**config.mk**
```make
export PLATFORM = sky130hd
export DESIGN_NAME = olb_link
export DESIGN_NICKNAME = d
export VERILOG_FILES = /design/src/olb_pkg.sv /design/src/olb_link.sv
export SDC_FILE = /design/constraint.sdc
export NUM_CORES = 1
export LEC_CHECK = 0
export ABC_CLOCK_PERIOD_IN_PS = 3000
export BUFFER_PORTS_ARGS = -buffer_cell sky130_fd_sc_hd__buf_2
export CAP_MARGIN = 20
export CORE_ASPECT_RATIO = 2
export CORE_MARGIN = 8
export CORE_UTILIZATION = 55
export CTS_BUF_LIST = sky130_fd_sc_hd__clkbuf_4 sky130_fd_sc_hd__clkbuf_8
export DETAILED_ROUTE_END_ITERATION = 8
export PLACE_DENSITY = 0.71
export SLEW_MARGIN = 20
export SYNTH_ARGS = -nofsm -noshare
export SYNTH_HDL_FRONTEND = slang
export SYNTH_SLANG_ARGS = --single-unit
```
**constraint.sdc**
```tcl
create_clock -name i_sys_clk -period 3 [get_ports i_sys_clk]
set_input_delay 0.15 -clock i_sys_clk [delete_from_list [all_inputs] [get_ports i_sys_clk]]
set_output_delay 0.15 -clock i_sys_clk [all_outputs]
set_load 0.02 [all_outputs]
```
**src/olb_pkg.sv**
```systemverilog
// Purpose : shared constants and types of the on-off keyed button link
// Assumes : 100 MHz system clock, one clock domain
// Notes   : bit timing is built from one third of a bit period

package olb_pkg;

    // ----------------------------------------------------------------
    // timing
    // ----------------------------------------------------------------
    localparam int CLK_NS    = 10;
    localparam int THIRD_NS  = 500000;                   // one third of a bit period
    localparam int THIRD_CYC = (THIRD_NS + CLK_NS - 1) / CLK_NS;
    localparam int TMR_W     = 20;

    // ----------------------------------------------------------------
    // frame layout
    // ----------------------------------------------------------------
    localparam logic [15:0] PREAMBLE   = 16'hfffe;
    localparam int          FRAME_BITS = 40;             // two preamble bytes, three data bytes
    localparam int          DATA_REPS  = 3;
    localparam logic [3:0]  BATT_OK    = 4'h0;
    localparam logic [3:0]  BATT_LOW   = 4'hf;
    localparam logic [3:0]  BTN_CODE0  = 4'h1;
    localparam logic [3:0]  BTN_CODE1  = 4'h3;
    localparam logic [3:0]  BTN_CODE2  = 4'h7;
    localparam logic [3:0]  BTN_CODE3  = 4'hf;
    localparam int          FIFO_DEPTH = 16;
    localparam int          FIFO_WIDTH = 8;

    // ----------------------------------------------------------------
    // types
    // ----------------------------------------------------------------
    typedef enum logic [1:0] {
        TX_SLEEP = 2'b00,
        TX_ON    = 2'b01,
        TX_OFF   = 2'b10
    } olb_tx_st_t;

    typedef enum logic [1:0] {
        RX_HUNT = 2'b00,
        RX_DATA = 2'b01,
        RX_PUSH = 2'b10
    } olb_rx_st_t;

    typedef struct packed {
        logic [3:0] batt;
        logic [3:0] code;
    } olb_byte_t;

    typedef struct packed {
        olb_tx_st_t                tx_st;
        logic [TMR_W-1:0]          tx_tmr;
        logic [FRAME_BITS-1:0]     tx_frame;
        logic [5:0]                tx_cnt;
        logic                      tx_key;
        logic [3:0]                btn_s1;
        logic [3:0]                btn_s2;
        logic [3:0]                btn_d;
        logic                      lb_s1;
        logic                      lb_s2;
        olb_rx_st_t                rx_st;
        logic [TMR_W-1:0]          rx_tmr;
        logic                      rx_s1;
        logic                      rx_s2;
        logic                      rx_d;
        logic                      rs_s1;
        logic                      rs_s2;
        logic                      rse_s1;
        logic                      rse_s2;
        logic [7:0]                rx_shift;
        logic [2:0]                rx_bits;
        logic                      led_hi;
        logic                      led_lo;
        logic                      led_batt;
        olb_byte_t                 push_data;
    } olb_state_t;

endpackage

```
**src/olb_link.sv**
```systemverilog
// Purpose : button transmitter and pulse-width receiver of a one-way keyed link
// Assumes : single clock, pins pass two flops, active-low button pins
// Notes   : received codes queue in a small fifo toward the user

module olb_fifo #(
    parameter int W = 8,
    parameter int D = 16
) (
    input  wire logic         i_sys_clk,   // system clock
    input  wire logic         i_rst_b,     // sync reset, active low
    input  wire logic         i_in_valid,  // write request
    output logic              o_in_ready,  // room for a word
    input  wire logic [W-1:0] i_in_data,   // write word
    output logic              o_out_valid, // word available
    input  wire logic         i_out_ready, // reader takes word
    output logic [W-1:0]      o_out_data   // head word
);
    localparam int AW = $clog2(D);

    typedef struct packed {
        logic [D-1:0][W-1:0] mem;
        logic [AW:0]         wr;
        logic [AW:0]         rd;
    } olb_fifo_state_t;

    olb_fifo_state_t st_ff;
    olb_fifo_state_t nxt_st;
    logic            full;
    logic            empty;

    assign full        = (st_ff.wr[AW] != st_ff.rd[AW]) && (st_ff.wr[AW-1:0] == st_ff.rd[AW-1:0]);
    assign empty       = (st_ff.wr == st_ff.rd);
    assign o_in_ready  = !full;
    assign o_out_valid = !empty;
    assign o_out_data  = st_ff.mem[st_ff.rd[AW-1:0]];

    always_comb begin
        nxt_st = st_ff;
        if (i_in_valid && !full) begin
            nxt_st.mem[st_ff.wr[AW-1:0]] = i_in_data;
            nxt_st.wr = st_ff.wr + 1'b1;
        end
        if (i_out_ready && !empty) begin
            nxt_st.rd = st_ff.rd + 1'b1;
        end
    end

    always_ff @(posedge i_sys_clk) begin
        if (!i_rst_b) begin
            st_ff <= '0;
        end else begin
            st_ff <= nxt_st;
        end
    end
endmodule

module olb_link #(
    parameter int P_THIRD_CYC = olb_pkg::THIRD_CYC   // cycles in one third of a bit
) (
    input  wire logic       i_sys_clk,    // system clock
    input  wire logic       i_rst_b,      // sync reset, active low
    input  wire logic [3:0] i_btn_n,      // button pins, low when pressed
    input  wire logic       i_low_batt,   // detector: supply below threshold
    output logic            o_tx_key,     // carrier on
    output logic            o_tx_busy,    // message in flight
    input  wire logic       i_rx_data,    // demodulated data pin
    input  wire logic       i_rssi_ok,    // strength comparator: strong carrier
    input  wire logic       i_rssi_en,    // use strength gate
    output logic            o_led_hi,     // button number bit 1
    output logic            o_led_lo,     // button number bit 0
    output logic            o_led_batt,   // remote reports low battery
    output logic            o_code_valid, // received byte available
    input  wire logic       i_code_ready, // user takes the byte
    output logic [7:0]      o_code_data   // received byte
);
    localparam int TW = olb_pkg::TMR_W;
    localparam logic [TW-1:0] T1   = TW'(P_THIRD_CYC);
    localparam logic [TW-1:0] T2   = TW'(2 * P_THIRD_CYC);
    localparam logic [TW-1:0] LONG = TW'((3 * P_THIRD_CYC) / 2);
    localparam logic [5:0]    LAST = 6'(olb_pkg::FRAME_BITS - 1);

    olb_pkg::olb_state_t st_ff;
    olb_pkg::olb_state_t nxt_st;
    logic [3:0]          btn_fall;
    logic [3:0]          code;
    olb_pkg::olb_byte_t  tx_byte;
    logic                rx_edge;
    logic                rx_acc;
    logic                rx_fall;
    logic                rx_bit;
    logic [7:0]          rx_next;
    logic                fifo_ready;
    logic                code_ok;
    logic [1:0]          code_idx;

    // ----------------------------------------------------------------
    // transmit helpers
    // ----------------------------------------------------------------
    assign btn_fall = st_ff.btn_d & ~st_ff.btn_s2;

    always_comb begin
        code = olb_pkg::BTN_CODE0;
        for (int i = 3; i >= 0; i--) begin
            if (btn_fall[i]) begin
                unique case (i)
                    0: code = olb_pkg::BTN_CODE0;
                    1: code = olb_pkg::BTN_CODE1;
                    2: code = olb_pkg::BTN_CODE2;
                    default: code = olb_pkg::BTN_CODE3;
                endcase
            end
        end
    end

    assign tx_byte = '{batt: st_ff.lb_s2 ? olb_pkg::BATT_LOW : olb_pkg::BATT_OK, code: code};

    // ----------------------------------------------------------------
    // receive helpers
    // ----------------------------------------------------------------
    assign rx_edge = st_ff.rx_s2 ^ st_ff.rx_d;
    assign rx_acc  = rx_edge && (!st_ff.rse_s2 || st_ff.rs_s2);
    assign rx_fall = rx_acc && st_ff.rx_d && !st_ff.rx_s2;
    // timer reads one below the pulse length, so the compare is inclusive
    assign rx_bit  = (st_ff.rx_tmr >= LONG);
    assign rx_next = {st_ff.rx_shift[6:0], rx_bit};

    always_comb begin
        code_ok  = 1'b1;
        code_idx = 2'd0;
        unique case (rx_next[3:0])
            olb_pkg::BTN_CODE0: code_idx = 2'd0;
            olb_pkg::BTN_CODE1: code_idx = 2'd1;
            olb_pkg::BTN_CODE2: code_idx = 2'd2;
            olb_pkg::BTN_CODE3: code_idx = 2'd3;
            default: code_ok = 1'b0;
        endcase
    end

    // ----------------------------------------------------------------
    // next state
    // ----------------------------------------------------------------
    always_comb begin
        nxt_st        = st_ff;
        nxt_st.btn_s1 = i_btn_n;
        nxt_st.btn_s2 = st_ff.btn_s1;
        nxt_st.btn_d  = st_ff.btn_s2;
        nxt_st.lb_s1  = i_low_batt;
        nxt_st.lb_s2  = st_ff.lb_s1;
        nxt_st.rx_s1  = i_rx_data;
        nxt_st.rx_s2  = st_ff.rx_s1;
        nxt_st.rx_d   = st_ff.rx_s2;
        nxt_st.rs_s1  = i_rssi_ok;
        nxt_st.rs_s2  = st_ff.rs_s1;
        nxt_st.rse_s1 = i_rssi_en;
        nxt_st.rse_s2 = st_ff.rse_s1;

        unique case (st_ff.tx_st)
            olb_pkg::TX_SLEEP: begin
                if (|btn_fall) begin
                    nxt_st.tx_frame = {olb_pkg::PREAMBLE, {olb_pkg::DATA_REPS{tx_byte}}};
                    nxt_st.tx_key   = 1'b1;
                    nxt_st.tx_tmr   = olb_pkg::PREAMBLE[15] ? T2 : T1;
                    nxt_st.tx_cnt   = '0;
                    nxt_st.tx_st    = olb_pkg::TX_ON;
                end
            end
            olb_pkg::TX_ON: begin
                if (st_ff.tx_tmr == TW'(1)) begin
                    nxt_st.tx_key = 1'b0;
                    nxt_st.tx_tmr = st_ff.tx_frame[39] ? T1 : T2;
                    nxt_st.tx_st  = olb_pkg::TX_OFF;
                end else begin
                    nxt_st.tx_tmr = st_ff.tx_tmr - TW'(1);
                end
            end
            olb_pkg::TX_OFF: begin
                if (st_ff.tx_tmr != TW'(1)) begin
                    nxt_st.tx_tmr = st_ff.tx_tmr - TW'(1);
                end else if (st_ff.tx_cnt == LAST) begin
                    nxt_st.tx_st = olb_pkg::TX_SLEEP;
                end else begin
                    // next bit chosen only once the off phase is spent
                    nxt_st.tx_frame = {st_ff.tx_frame[38:0], 1'b0};
                    nxt_st.tx_cnt   = st_ff.tx_cnt + 6'd1;
                    nxt_st.tx_key   = 1'b1;
                    nxt_st.tx_tmr   = st_ff.tx_frame[38] ? T2 : T1;
                    nxt_st.tx_st    = olb_pkg::TX_ON;
                end
            end
            default: nxt_st.tx_st = olb_pkg::TX_SLEEP;
        endcase

        // saturate so a long idle line never wraps into a short pulse
        if (rx_edge) begin
            nxt_st.rx_tmr = '0;
        end else if (st_ff.rx_tmr != '1) begin
            nxt_st.rx_tmr = st_ff.rx_tmr + TW'(1);
        end

        unique case (st_ff.rx_st)
            olb_pkg::RX_HUNT: begin
                if (rx_fall) begin
                    nxt_st.rx_shift = rx_next;
                    if (rx_next == olb_pkg::PREAMBLE[7:0]) begin
                        nxt_st.rx_bits = '0;
                        nxt_st.rx_st   = olb_pkg::RX_DATA;
                    end
                end
            end
            olb_pkg::RX_DATA: begin
                if (rx_fall) begin
                    nxt_st.rx_shift = rx_next;
                    nxt_st.rx_bits  = st_ff.rx_bits + 3'd1;
                    if (st_ff.rx_bits == 3'd7) begin
                        if (code_ok) begin
                            nxt_st.led_hi    = code_idx[1];
                            nxt_st.led_lo    = code_idx[0];
                            nxt_st.led_batt  = (rx_next[7:4] != olb_pkg::BATT_OK);
                            nxt_st.push_data = rx_next;
                            nxt_st.rx_st     = olb_pkg::RX_PUSH;
                        end else begin
                            nxt_st.rx_shift = '0;
                            nxt_st.rx_st    = olb_pkg::RX_HUNT;
                        end
                    end
                end
            end
            olb_pkg::RX_PUSH: begin
                // edges are dropped while the fifo is full
                if (fifo_ready) begin
                    nxt_st.rx_shift = '0;
                    nxt_st.rx_st    = olb_pkg::RX_HUNT;
                end
            end
            default: nxt_st.rx_st = olb_pkg::RX_HUNT;
        endcase
    end

    always_ff @(posedge i_sys_clk) begin
        if (!i_rst_b) begin
            st_ff        <= '0;
            st_ff.btn_s1 <= 4'hf;
            st_ff.btn_s2 <= 4'hf;
            st_ff.btn_d  <= 4'hf;
        end else begin
            st_ff <= nxt_st;
        end
    end

    // ----------------------------------------------------------------
    // outputs and code queue
    // ----------------------------------------------------------------
    assign o_tx_key   = st_ff.tx_key;
    assign o_tx_busy  = (st_ff.tx_st != olb_pkg::TX_SLEEP);
    assign o_led_hi   = st_ff.led_hi;
    assign o_led_lo   = st_ff.led_lo;
    assign o_led_batt = st_ff.led_batt;

    olb_fifo #(
        .W (olb_pkg::FIFO_WIDTH),
        .D (olb_pkg::FIFO_DEPTH)
    ) u_fifo (
        .i_sys_clk   (i_sys_clk),
        .i_rst_b     (i_rst_b),
        .i_in_valid  (st_ff.rx_st == olb_pkg::RX_PUSH),
        .o_in_ready  (fifo_ready),
        .i_in_data   (st_ff.push_data),
        .o_out_valid (o_code_valid),
        .i_out_ready (i_code_ready),
        .o_out_data  (o_code_data)
    );

    // ----------------------------------------------------------------
    // checks
    // ----------------------------------------------------------------
    logic [TW-1:0] ast_on_ff;
    logic [TW-1:0] ast_off_ff;

    always_ff @(posedge i_sys_clk) begin
        if (!i_rst_b) begin
            ast_on_ff  <= '0;
            ast_off_ff <= '0;
        end else begin
            ast_on_ff  <= o_tx_key ? ast_on_ff + TW'(1) : '0;
            ast_off_ff <= (st_ff.tx_st == olb_pkg::TX_OFF) ? ast_off_ff + TW'(1) : '0;
        end
    end
endmodule

```
==> impl_results.md, run 1 <==
* Number of distinct standard cells referenced by the synthesized netlist at 64
* Pre-CTS WS at 135.3 ps
* Endpoint of the worst hold path: st_ff[49]
* H-tree Lvls at 2
* Kind of launch point of the worst setup path: flop
* Final-report hold violation count at 0
* Buffers on Ports at 24
* Met1 layer usage reported by global route at 19.47%
* Met2 demand-to-capacity share in global routing at 37.48%
* Total Die Area at 0.02749 mm²
* Iteration-0 DRC count of the detailed router at 535
* Area fraction in compound gates after synthesis at 10.08%
* Peak fanout along the critical path at 39
* Number of clock buffers inserted by TritonCTS at 40
* Post-detailed-placement half-perimeter wirelength at 17.98 mm
* Main synth FF type: dfxtp_1
* P_leak at 0.005808 µW
* Number of optimization iterations in the first detailed-route pass at 4
* Worst r2r dst: st_ff[105]
* Clock network power share at 31.6%
* FF-to-FF setup slack at 250 ps
* Core box area at 0.02197 mm²
* Die Ht at 226.6 µm
* Global-route wire length before repair at 43.37 mm
* Transition time at the pin with the least slew margin at 850.7 ps
* Number of placed I/O pins at 25
* Final setup TNS at 0 ps
* Cell Area, Synth at 0.01220 mm²
* Worst-Skew Late Latency at 540 ps
* Busiest layer in global routing: met2
* Simple-gate area share of the yosys netlist at 17.58%
* Final #Nets at 1,289
* Starting density of the core at 55.54%
* Worst-case headroom to the max-slew limit at 43.29%
* Count of cells along the worst register-to-register path at 8
* Worst path arrival time at 3190 ps
* Post-synthesis xor/xnor area fraction at 3.374%
* Remaining global-route overflow at 0
* Vias after detailed routing at 8,843
* Max-capacitance violation count at 0
* Clock sink total at 271
* TritonCTS clock tree: yes
* Signed area change from the synthesized netlist to the final layout at 10.55%
* Number of antenna violations at the first check in global routing at 0
* Synth Net Count at 1,271
* Crit Path Class: flop to flop
* Pin count of the biggest net entering global routing at 105
* Die Span X at 121.3 µm
* Via density at 5.665
* Top cell types by occurrence after synthesis: 271 x dfxtp_1, 239 x nor2_1, 136 x mux2i_1, 67 x clkbuf_1, 47 x nand2_1
* Path type of the worst min-delay path: input pin to flop
* Clk slew on worst S/H paths at 60 ps
* Status: finished, final reports clean
* Minimum clock period after layout at 2749 ps
* Max incr delay on CP at 500 ps
* Syn Area/Cell at 9.831 µm²
* Post-Layout Inst Area at 0.01349 mm²
* Synthesis Warnings at 0
* Fill cell total of the finished layout at 1,888
* Final routed wirelength across all metal layers at 26.13 mm
* Number of enable flip-flop cells after synthesis at 0
* VDD IR max at 0.6790 mV
* Fraction of the yosys area taken by sequential cells at 44.47%
* Share of cells above drive strength 1 at 16.42%
* Fraction of power spent switching nets at 31.25%
* Post-synth top area share at 44.47%
* Max-slew violation count at 0
* Leading post-synthesis cells by cell area: dfxtp_1 44%, mux2i_1 11%, mux4_2 7.4%, nor2_1 7.4%, a311oi_2 2.1%
* Overall routing resource usage at 19.31%
* Worst clock skew on the final layout at 14.80 ps
* Detail-routed net length per standard cell at 16.74 µm
* Worst Path Buf+Inv at 1
* Cell with the largest stage delay on the worst path: or4_4
* Final cycle utilization of the critical path at 91.65%
* Adder and majority gate portion of the synthesized area at 1.949%
* Fin Hold WS at 34.44 ps
* Number of endpoints failing setup at the final stage at 0
* Worst hold stages at 3
* Final WS setup at 250.5 ps
* Bufs on Longest Clock Path at 3
* Net switching power at 3031 µW
* Largest family of logic cells by synthesized area: multiplexers
* Number of post-CTS setup repair buffers at 0
* Most instantiated library cell after synthesis: dfxtp_1
* Vias in the first global route at 8,808
* Final weighted congestion in routability-driven placement at 0.8378
* Synthesized flop and latch total at 271
* Worst endpoint required time at 3440 ps
* Cell-internal power at 6668 µW
* Combinational cell fraction of total power at 24.7%
* Family of cells with the greatest summed delay on the critical path: simple AND/OR/NAND/NOR gates
* Max Clock Freq at 363.7 MHz
* Rows at 77
* Post-route DRC violation count at 0
* Startpoint of the most critical hold path: i_rst_b
* Clock Root Buffer: clkbuf_8
* Unrepaired setup endpoints after global routing: no
* Seq pwr share at 43.7%
* Global Route met3 Usage at 3.017%
* Power per cell area at 719.1 mW/mm²
* Number of antenna-violating nets in the routed design at 0
* Number of instances in the synthesized netlist at 1,241
* Mux share of post-synthesis cell area at 18.54%
* Instance area at placement at 0.01256 mm²
* Share of synthesized flip-flops with an asynchronous set or reset at 0%
* Cell taking the most area after synthesis: dfxtp_1
* Critical Path Sink Type: flop
* Reg2reg start: st_ff[112]
* Number of inserted diodes at 0
* Cells along the critical path: ha_1, or4b_4, or4_4, o32ai_4, and2_2, buf_12, nor2_1, a311oi_2
power groups by stage:
| stage | Sequential [µW] | Clock [µW] | Combinational [µW] |
|---|---|---|---|
| 2_1_floorplan | 4240 | 0 | 1950 |
| 4_1_cts | 4240 | 3140 | 2390 |
| 6_report | 4240 | 3060 | 2400 |
| 3_3_place_gp | 4300 | 0 | 2320 |
| 5_1_grt | 4290 | 3320 | 2680 |
| 3_5_place_dp | 4310 | 0 | 2380 |
cells by family (layout without fill, tap and decap cells):
family	Yosys count	in the layout
AO/OA/AOI/OAI	154	154
XOR/XNOR	47	47
adder cells (fa/ha/maj)	19	19
buffers and inverters	117	161
flip-flops	271	271
multiplexers	176	176
AND/OR/NAND/NOR	457	457
worst register-to-register path, stage by stage, from the launching register on:
cell and delay [ps]:
dfxtp_1 430, ha_1 190, or4b_4 470, or4_4 500, o32ai_4 290, and2_2 240, buf_12 230, nor2_1 80
a311oi_2 230
worst max path at each step:
stage,from,endpoint,cells after the start
after CTS,u_fifo.st_ff[0],o_code_data[5],4
after detailed placement,st_ff[112],st_ff[103],8
after floorplan,st_ff[112],st_ff[86],10
final,st_ff[112],st_ff[105],8
after global placement,st_ff[112],st_ff[104],8
after global routing,st_ff[112],st_ff[105],8
sequential cells by signal, summed over array words and instances (netlist names):
name	cells
o_led_batt	1
rx_next	7
nxt_st	13
o_led_lo	1
st_ff	109
o_led_hi	1
u_fifo.st_ff	138
o_tx_key	1
area by class of cell:
class / count / area (µm²) / share of cell area [%]
timing repair buffer: 61 / 459.2 / 3.404
inverter: 32 / 125.1 / 0.9276
clock buffer: 64 / 774.5 / 5.742
sequential: 271 / 5426 / 40.23
tap: 276 / 345.3 / 2.560
multi-input combinational: 853 / 6307 / 46.76
clock inverter: 4 / 50.05 / 0.3711
layer usage:
| layer | wire (µm) | up-vias |
|---|---|---|
| met1 | 9860 | 4246 |
| met2 | 14710 | 135 |
| met4 | 774 | 0 |
| met5 | 0 | - |
| met3 | 790 | 55 |
| li1 | - | 4407 |
what timing repair did:
item | CTS | global route
resized for setup | 0 | 3
hold buffers | 8 | 0
setup endpoints to repair | 0 | 9
endpoints found under the hold margin | 8 | 0
through the flow:
step                total power [µW]  utilization [%]  std cells
CTS                             9779            61.31       1561
finish                          9699            61.40       1561
global placement                6629            57.19       1485
global route                   10290            61.40       1561
floorplan                       6190                -       1241
detailed placement              6691            57.19       1485
cell usage in the layout, fill, tap and decap left out, types with 25 or more instances in the layout:
| cell | netlist | layout |
|---|---|---|
| inv_1 | 31 | 31 |
| mux4_2 | 40 | 40 |
| clkbuf_8 | 0 | 47 |
| dfxtp_1 | 271 | 270 |
| xor2_1 | 25 | 25 |
| o21ai_0 | 26 | 26 |
| nand3_1 | 34 | 34 |
| a21oi_1 | 45 | 45 |
| mux2i_1 | 136 | 136 |
| buf_4 | 2 | 25 |
| nor2_1 | 239 | 238 |
| nand2_1 | 47 | 47 |
Note: power is estimated with default switching activity, not from simulation.
==> inputs of run 2 (changes only) <==
Settings changed: CORE_MARGIN 8 to 10, CORE_UTILIZATION 55 to 58, PLACE_DENSITY 0.71 to 0.75.
==> run 2 against run 1 <==
Total power is 0.54% higher. Utilization is 3.2 points higher. Combinational power is 2% higher. Clock skew is 2.4 ps higher. Hold slack better by 41 ps. Sequential share of layout area is 0.11 points higher. Setup slack worse by 11 ps. First-iteration DRC count is 9.5% higher. Non-clock buffer count is 2 lower. Sequential cell count stayed put. Highest routed layer unchanged.
==> impl_results.md, run 2 (synthesis gave the netlist of run 1 again) <==
* Pre-CTS WS at 106.8 ps
* Number of flip-flops in the largest register at 138
* Worst r2r dst: st_ff[101]
* Transition time at the pin with the least slew margin at 919.2 ps
* Iteration-0 DRC count of the detailed router at 586
* Global-route wire length before repair at 44.72 mm
* Highest-count cells in the layout ignoring fill and taps: 270 x dfxtp_1, 238 x nor2_1, 136 x mux2i_1
* Minimum clock period after layout at 2761 ps
* Number of inserted diodes at 0
* Bufs on Longest Clock Path at 3
* Via density at 5.784
* Critical Path Sink Type: flop
* Post-route DRC violation count at 0
* H-tree Lvls at 2
* Path type of the worst min-delay path: input pin to flop
* Final-report hold violation count at 0
* VDD IR max at 0.6700 mV
* Count of cells along the worst register-to-register path at 8
* Vias after detailed routing at 8,965
* Status: finished, final reports clean
* Worst Path Buf+Inv at 1
* P_leak at 0.005799 µW
* FF-to-FF setup slack at 240 ps
* TritonCTS clock tree: yes
* Post-detailed-placement half-perimeter wirelength at 18.31 mm
* Worst-Skew Late Latency at 540 ps
* Number of antenna violations at the first check in global routing at 0
* Worst hold stages at 2
* Post-Layout Inst Area at 0.01345 mm²
* Share of cells above drive strength 1 at 16.16%
* Final weighted congestion in routability-driven placement at 0.9911
* Kind of launch point of the worst setup path: flop
* Die Span X at 122.6 µm
* Remaining global-route overflow at 0
* Number of antenna-violating nets in the routed design at 0
* Number of optimization iterations in the first detailed-route pass at 5
* Reg2reg start: st_ff[112]
* Rows at 75
* Endpoint of the worst hold path: st_ff[0]
* Worst path arrival time at 3190 ps
* Number of clock buffers inserted by TritonCTS at 39
* Max incr delay on CP at 490 ps
* Number of endpoints failing setup at the final stage at 0
* Max Clock Freq at 362.2 MHz
* Final cycle utilization of the critical path at 92.03%
* Signed area change from the synthesized netlist to the final layout at 10.26%
* Most common cell after layout, fill and taps aside: dfxtp_1
* Total Die Area at 0.02759 mm²
* Final routed wirelength across all metal layers at 26.75 mm
* Detail-routed net length per standard cell at 17.26 µm
* Final setup TNS at 0 ps
* Worst clock skew on the final layout at 17.18 ps
* Die Ht at 225.1 µm
* Worst endpoint required time at 3430 ps
* Max-slew violation count at 0
* Startpoint of the most critical setup path: st_ff[112]
* Cells along the critical path: ha_1, or4b_4, or4_4, o32ai_4, and2_4, buf_12, nor2_1, a311oi_2
* Clock Root Buffer: clkbuf_8
* Power per cell area at 724.9 mW/mm²
* Startpoint of the most critical hold path: i_rst_b
* Overall routing resource usage at 19.65%
* Peak fanout along the critical path at 36
* Family of cells with the greatest summed delay on the critical path: simple AND/OR/NAND/NOR gates
* Core box area at 0.02083 mm²
* Starting density of the core at 58.56%
* Number of placed I/O pins at 25
* Register ranked first by flip-flop count: u_fifo.st_ff
* Clk slew on worst S/H paths at 70 ps
* Pin count of the biggest net entering global routing at 120
* Max-capacitance violation count at 0
* Instance area at placement at 0.01254 mm²
* Clock sink total at 271
* Final #Nets at 1,286
* Vias in the first global route at 9,250
* Final WS setup at 239.1 ps
* Unrepaired setup endpoints after global routing: no
* Crit Path Class: flop to flop
* Final Power at 9751 µW
* Buffers on Ports at 24
* Worst-case headroom to the max-slew limit at 38.60%
* Cell with the largest stage delay on the worst path: or4_4
* Utilization after layout at 64.57%
==> run 2: worst register-to-register path: cells and delay by family (launching register included) <==
| kind | cells | cell delay (ps) |
|---|---|---|
| AND/OR/NAND/NOR | 4 | 1320 |
| adder cells (fa/ha/maj) | 1 | 180 |
| AO/OA/AOI/OAI | 2 | 530 |
| buffers and inverters | 1 | 220 |
| flip-flops | 1 | 420 |
==> run 2: worst max-delay path by stage <==
stage	to	slack, ps	depth (start not counted)
6_report	st_ff[101]	240	8
4_1_cts	o_code_data[6]	40	4
3_5_place_dp	st_ff[77]	110	8
3_3_place_gp	st_ff[100]	220	8
2_1_floorplan	st_ff[86]	330	10
5_1_grt	st_ff[101]	110	9
==> run 2: per-layer routing <==
metal	global-route usage, %	up-vias	wire, µm
met5	0	-	0
met1	19.24	4316	9579
met2	37.93	179	15190
met3	2.861	76	862
met4	10.01	0	1119
li1	-	4394	-
==> run 2: through the flow <==
stage          instances  hold slack (ps)
3_5_place_dp        1476            335.7
4_1_cts             1550            50.60
6_report            1550            75.13
3_3_place_gp        1476            334.8
2_1_floorplan       1241            251.5
5_1_grt             1550            98.92
==> run 2: power by group <==
part / leakage (µW) / internal (µW) / switching [µW] / total [µW]
clock: 0.000433 / 1690 / 1380 / 3070
sequential: 0.00220 / 3960 / 277 / 4240
combinational: 0.00317 / 988 / 1450 / 2440
total: 0.00580 / 6640 / 3110 / 9750
==> run 2: repair_timing <==
action                     4_1_cts  5_1_grt
hold buffers                     8        0
gates resized for setup          0        4
setup endpoints to repair        0       96
setup buffers                    0        0
hold endpoints to repair         8        0
==> run 2: area by class of cell <==
cell class	count	area [µm²]
clock buffers	60	757.0
clock inverters	6	61.31
fillers	1739	7381
inverters	32	125.1
multi-input cells	853	6301
flip-flops and latches	271	5426
well taps	269	336.6
repair buffers	59	444.2
==> inputs of run 3 (changes only) <==
Settings changed: MAX_ROUTING_LAYER set to met4.
==> run 3 against run 2 <==
Setup slack better by 3.2 ps. First-iteration DRC count is 1.0% lower. Via count is 0.15% lower. Die area unchanged. Wire length is 0.57% lower. Largest cell class unchanged.
==> impl_results.md, run 3 (synthesis gave the netlist of run 1 again) <==
* Cells along the critical path: ha_1, or4b_4, or4_4, o32ai_4, and2_4, buf_12, nor2_1, a311oi_2
* Cell-internal power at 6644 µW
* Worst endpoint required time at 3430 ps
* Crit Path Class: flop to flop
* Highest-count cells in the layout ignoring fill and taps: 270 x dfxtp_1, 238 x nor2_1, 136 x mux2i_1
* Path type of the worst min-delay path: input pin to flop
* P_leak at 0.005799 µW
* Detail-routed net length per standard cell at 17.16 µm
* Worst clock skew on the final layout at 17.58 ps
* Max incr delay on CP at 490 ps
* Pin count of the biggest net entering global routing at 120
* Die Span X at 122.6 µm
* Share of cells above drive strength 1 at 16.16%
* Startpoint of the most critical hold path: i_rst_b
* Most common cell after layout, fill and taps aside: dfxtp_1
* Final #Nets at 1,286
* Overall routing resource usage at 20.18%
* Core box area at 0.02083 mm²
* Number of inserted diodes at 0
* Final routed wirelength across all metal layers at 26.60 mm
* Number of antenna violations at the first check in global routing at 0
* VDD IR max at 0.6696 mV
* Global-route wire length before repair at 44.73 mm
* Number of optimization iterations in the first detailed-route pass at 5
* Minimum clock period after layout at 2758 ps
* Max Clock Freq at 362.6 MHz
* Worst hold stages at 2
* Worst path arrival time at 3190 ps
* Clock Root Buffer: clkbuf_8
* Max-slew violation count at 0
* H-tree Lvls at 2
* Bufs on Longest Clock Path at 3
* Number of endpoints failing setup at the final stage at 0
* Vias in the first global route at 9,249
* Seq pwr share at 43.6%
* Power per cell area at 723.7 mW/mm²
* Endpoint of the worst hold path: st_ff[0]
* FF-to-FF setup slack at 240 ps
* Cell with the largest stage delay on the worst path: or4_4
* Final weighted congestion in routability-driven placement at 1.009
* Clk slew on worst S/H paths at 70 ps
* Critical Path Sink Type: flop
* Starting density of the core at 58.56%
* Via density at 5.775
* Vias after detailed routing at 8,952
* Combinational cell fraction of total power at 25.0%
* Peak fanout along the critical path at 36
* Number of flip-flops in the largest register at 138
* Number of antenna-violating nets in the routed design at 0
* Final-report hold violation count at 0
* Clock network power share at 31.4%
* Worst Path Buf+Inv at 1
* Fraction of power spent switching nets at 31.75%
* Number of non-filler instances in the completed layout at 1,550
* Worst-case headroom to the max-slew limit at 39.53%
* Buffers on Ports at 24
* Count of cells along the worst register-to-register path at 8
* Kind of launch point of the worst setup path: flop
* Rows at 75
* Iteration-0 DRC count of the detailed router at 580
* Post-detailed-placement half-perimeter wirelength at 18.31 mm
* Clock sink total at 271
* Worst-Skew Late Latency at 540 ps
* Total Die Area at 0.02759 mm²
* Status: finished, final reports clean
* Die Ht at 225.1 µm
* Number of post-CTS setup repair buffers at 0
* Transition time at the pin with the least slew margin at 905.2 ps
* Net switching power at 3091 µW
* Signed area change from the synthesized netlist to the final layout at 10.26%
* Reg2reg start: st_ff[112]
* Unrepaired setup endpoints after global routing: no
* Family of cells with the greatest summed delay on the critical path: simple AND/OR/NAND/NOR gates
* Final setup TNS at 0 ps
* TritonCTS clock tree: yes
* Number of placed I/O pins at 25
* Remaining global-route overflow at 0
* Final Power at 9736 µW
* Register ranked first by flip-flop count: u_fifo.st_ff
* Max-capacitance violation count at 0
* Final cycle utilization of the critical path at 91.92%
* Worst r2r dst: st_ff[101]
* Number of clock buffers inserted by TritonCTS at 39
* Post-route DRC violation count at 0
* Placed Cells at 1,476
## run 3: cell counts in the layout (fill, tap and decap cells not counted)
No cell type changed its count.
## run 3: timing repair
item                       4_1_cts  5_1_grt
setup endpoints to repair        0       96
hold endpoints to repair         8        0
gates resized for setup          0        4
hold buffers                     8        0
## run 3: how the worst max path moves through the flow
stage / startpoint / end / slack (ps) / cells past startpoint
after floorplan: st_ff[112] / st_ff[86] / 330 / 10
after global placement: st_ff[112] / st_ff[100] / 220 / 8
after detailed placement: st_ff[112] / st_ff[77] / 110 / 8
after CTS: u_fifo.st_ff[0] / o_code_data[6] / 40 / 4
after global routing: st_ff[113] / st_ff[101] / 110 / 9
final: st_ff[112] / st_ff[101] / 240 / 8
## run 3: power groups by stage
stage               Sequential (µW)  Clock [µW]  Combinational [µW]
detailed placement             4300           0                2400
finish                         4240        3060                2430
CTS                            4230        3140                2420
floorplan                      4240           0                1950
global route                   4280        3290                2710
global placement               4300           0                2340
## run 3: final cells by class
type / instances / area, µm²
Fill cell: 1739 / 7381
Tap cell: 269 / 336.6
Multi-Input combinational cell: 853 / 6301
Clock buffer: 60 / 757.0
Timing Repair Buffer: 59 / 444.2
Inverter: 32 / 125.1
Sequential cell: 271 / 5426
Clock inverter: 6 / 61.31
## run 3: metrics by stage
| step | setup WS, ps | cell area, µm² | hold WS (ps) | utilization (%) |
|---|---|---|---|---|
| final | 242.3 | 13450 | 79.18 | 64.57 |
| after global routing | 114.5 | 13450 | 98.92 | 64.57 |
| after CTS | 35.28 | 13440 | 50.60 | 64.50 |
| after detailed placement | 106.8 | 12540 | 335.7 | 60.19 |
| after global placement | 222.5 | 12540 | 334.8 | 60.19 |
| after floorplan | 333.0 | 12200 | 251.5 | - |
## run 3: metal layers
metal | GRT usage [%] | share of wire [%]
met4 | 10.12 | 4.3
met5 | - | 0
met2 | 37.75 | 57
met1 | 19.41 | 36
met3 | 2.760 | 3.2
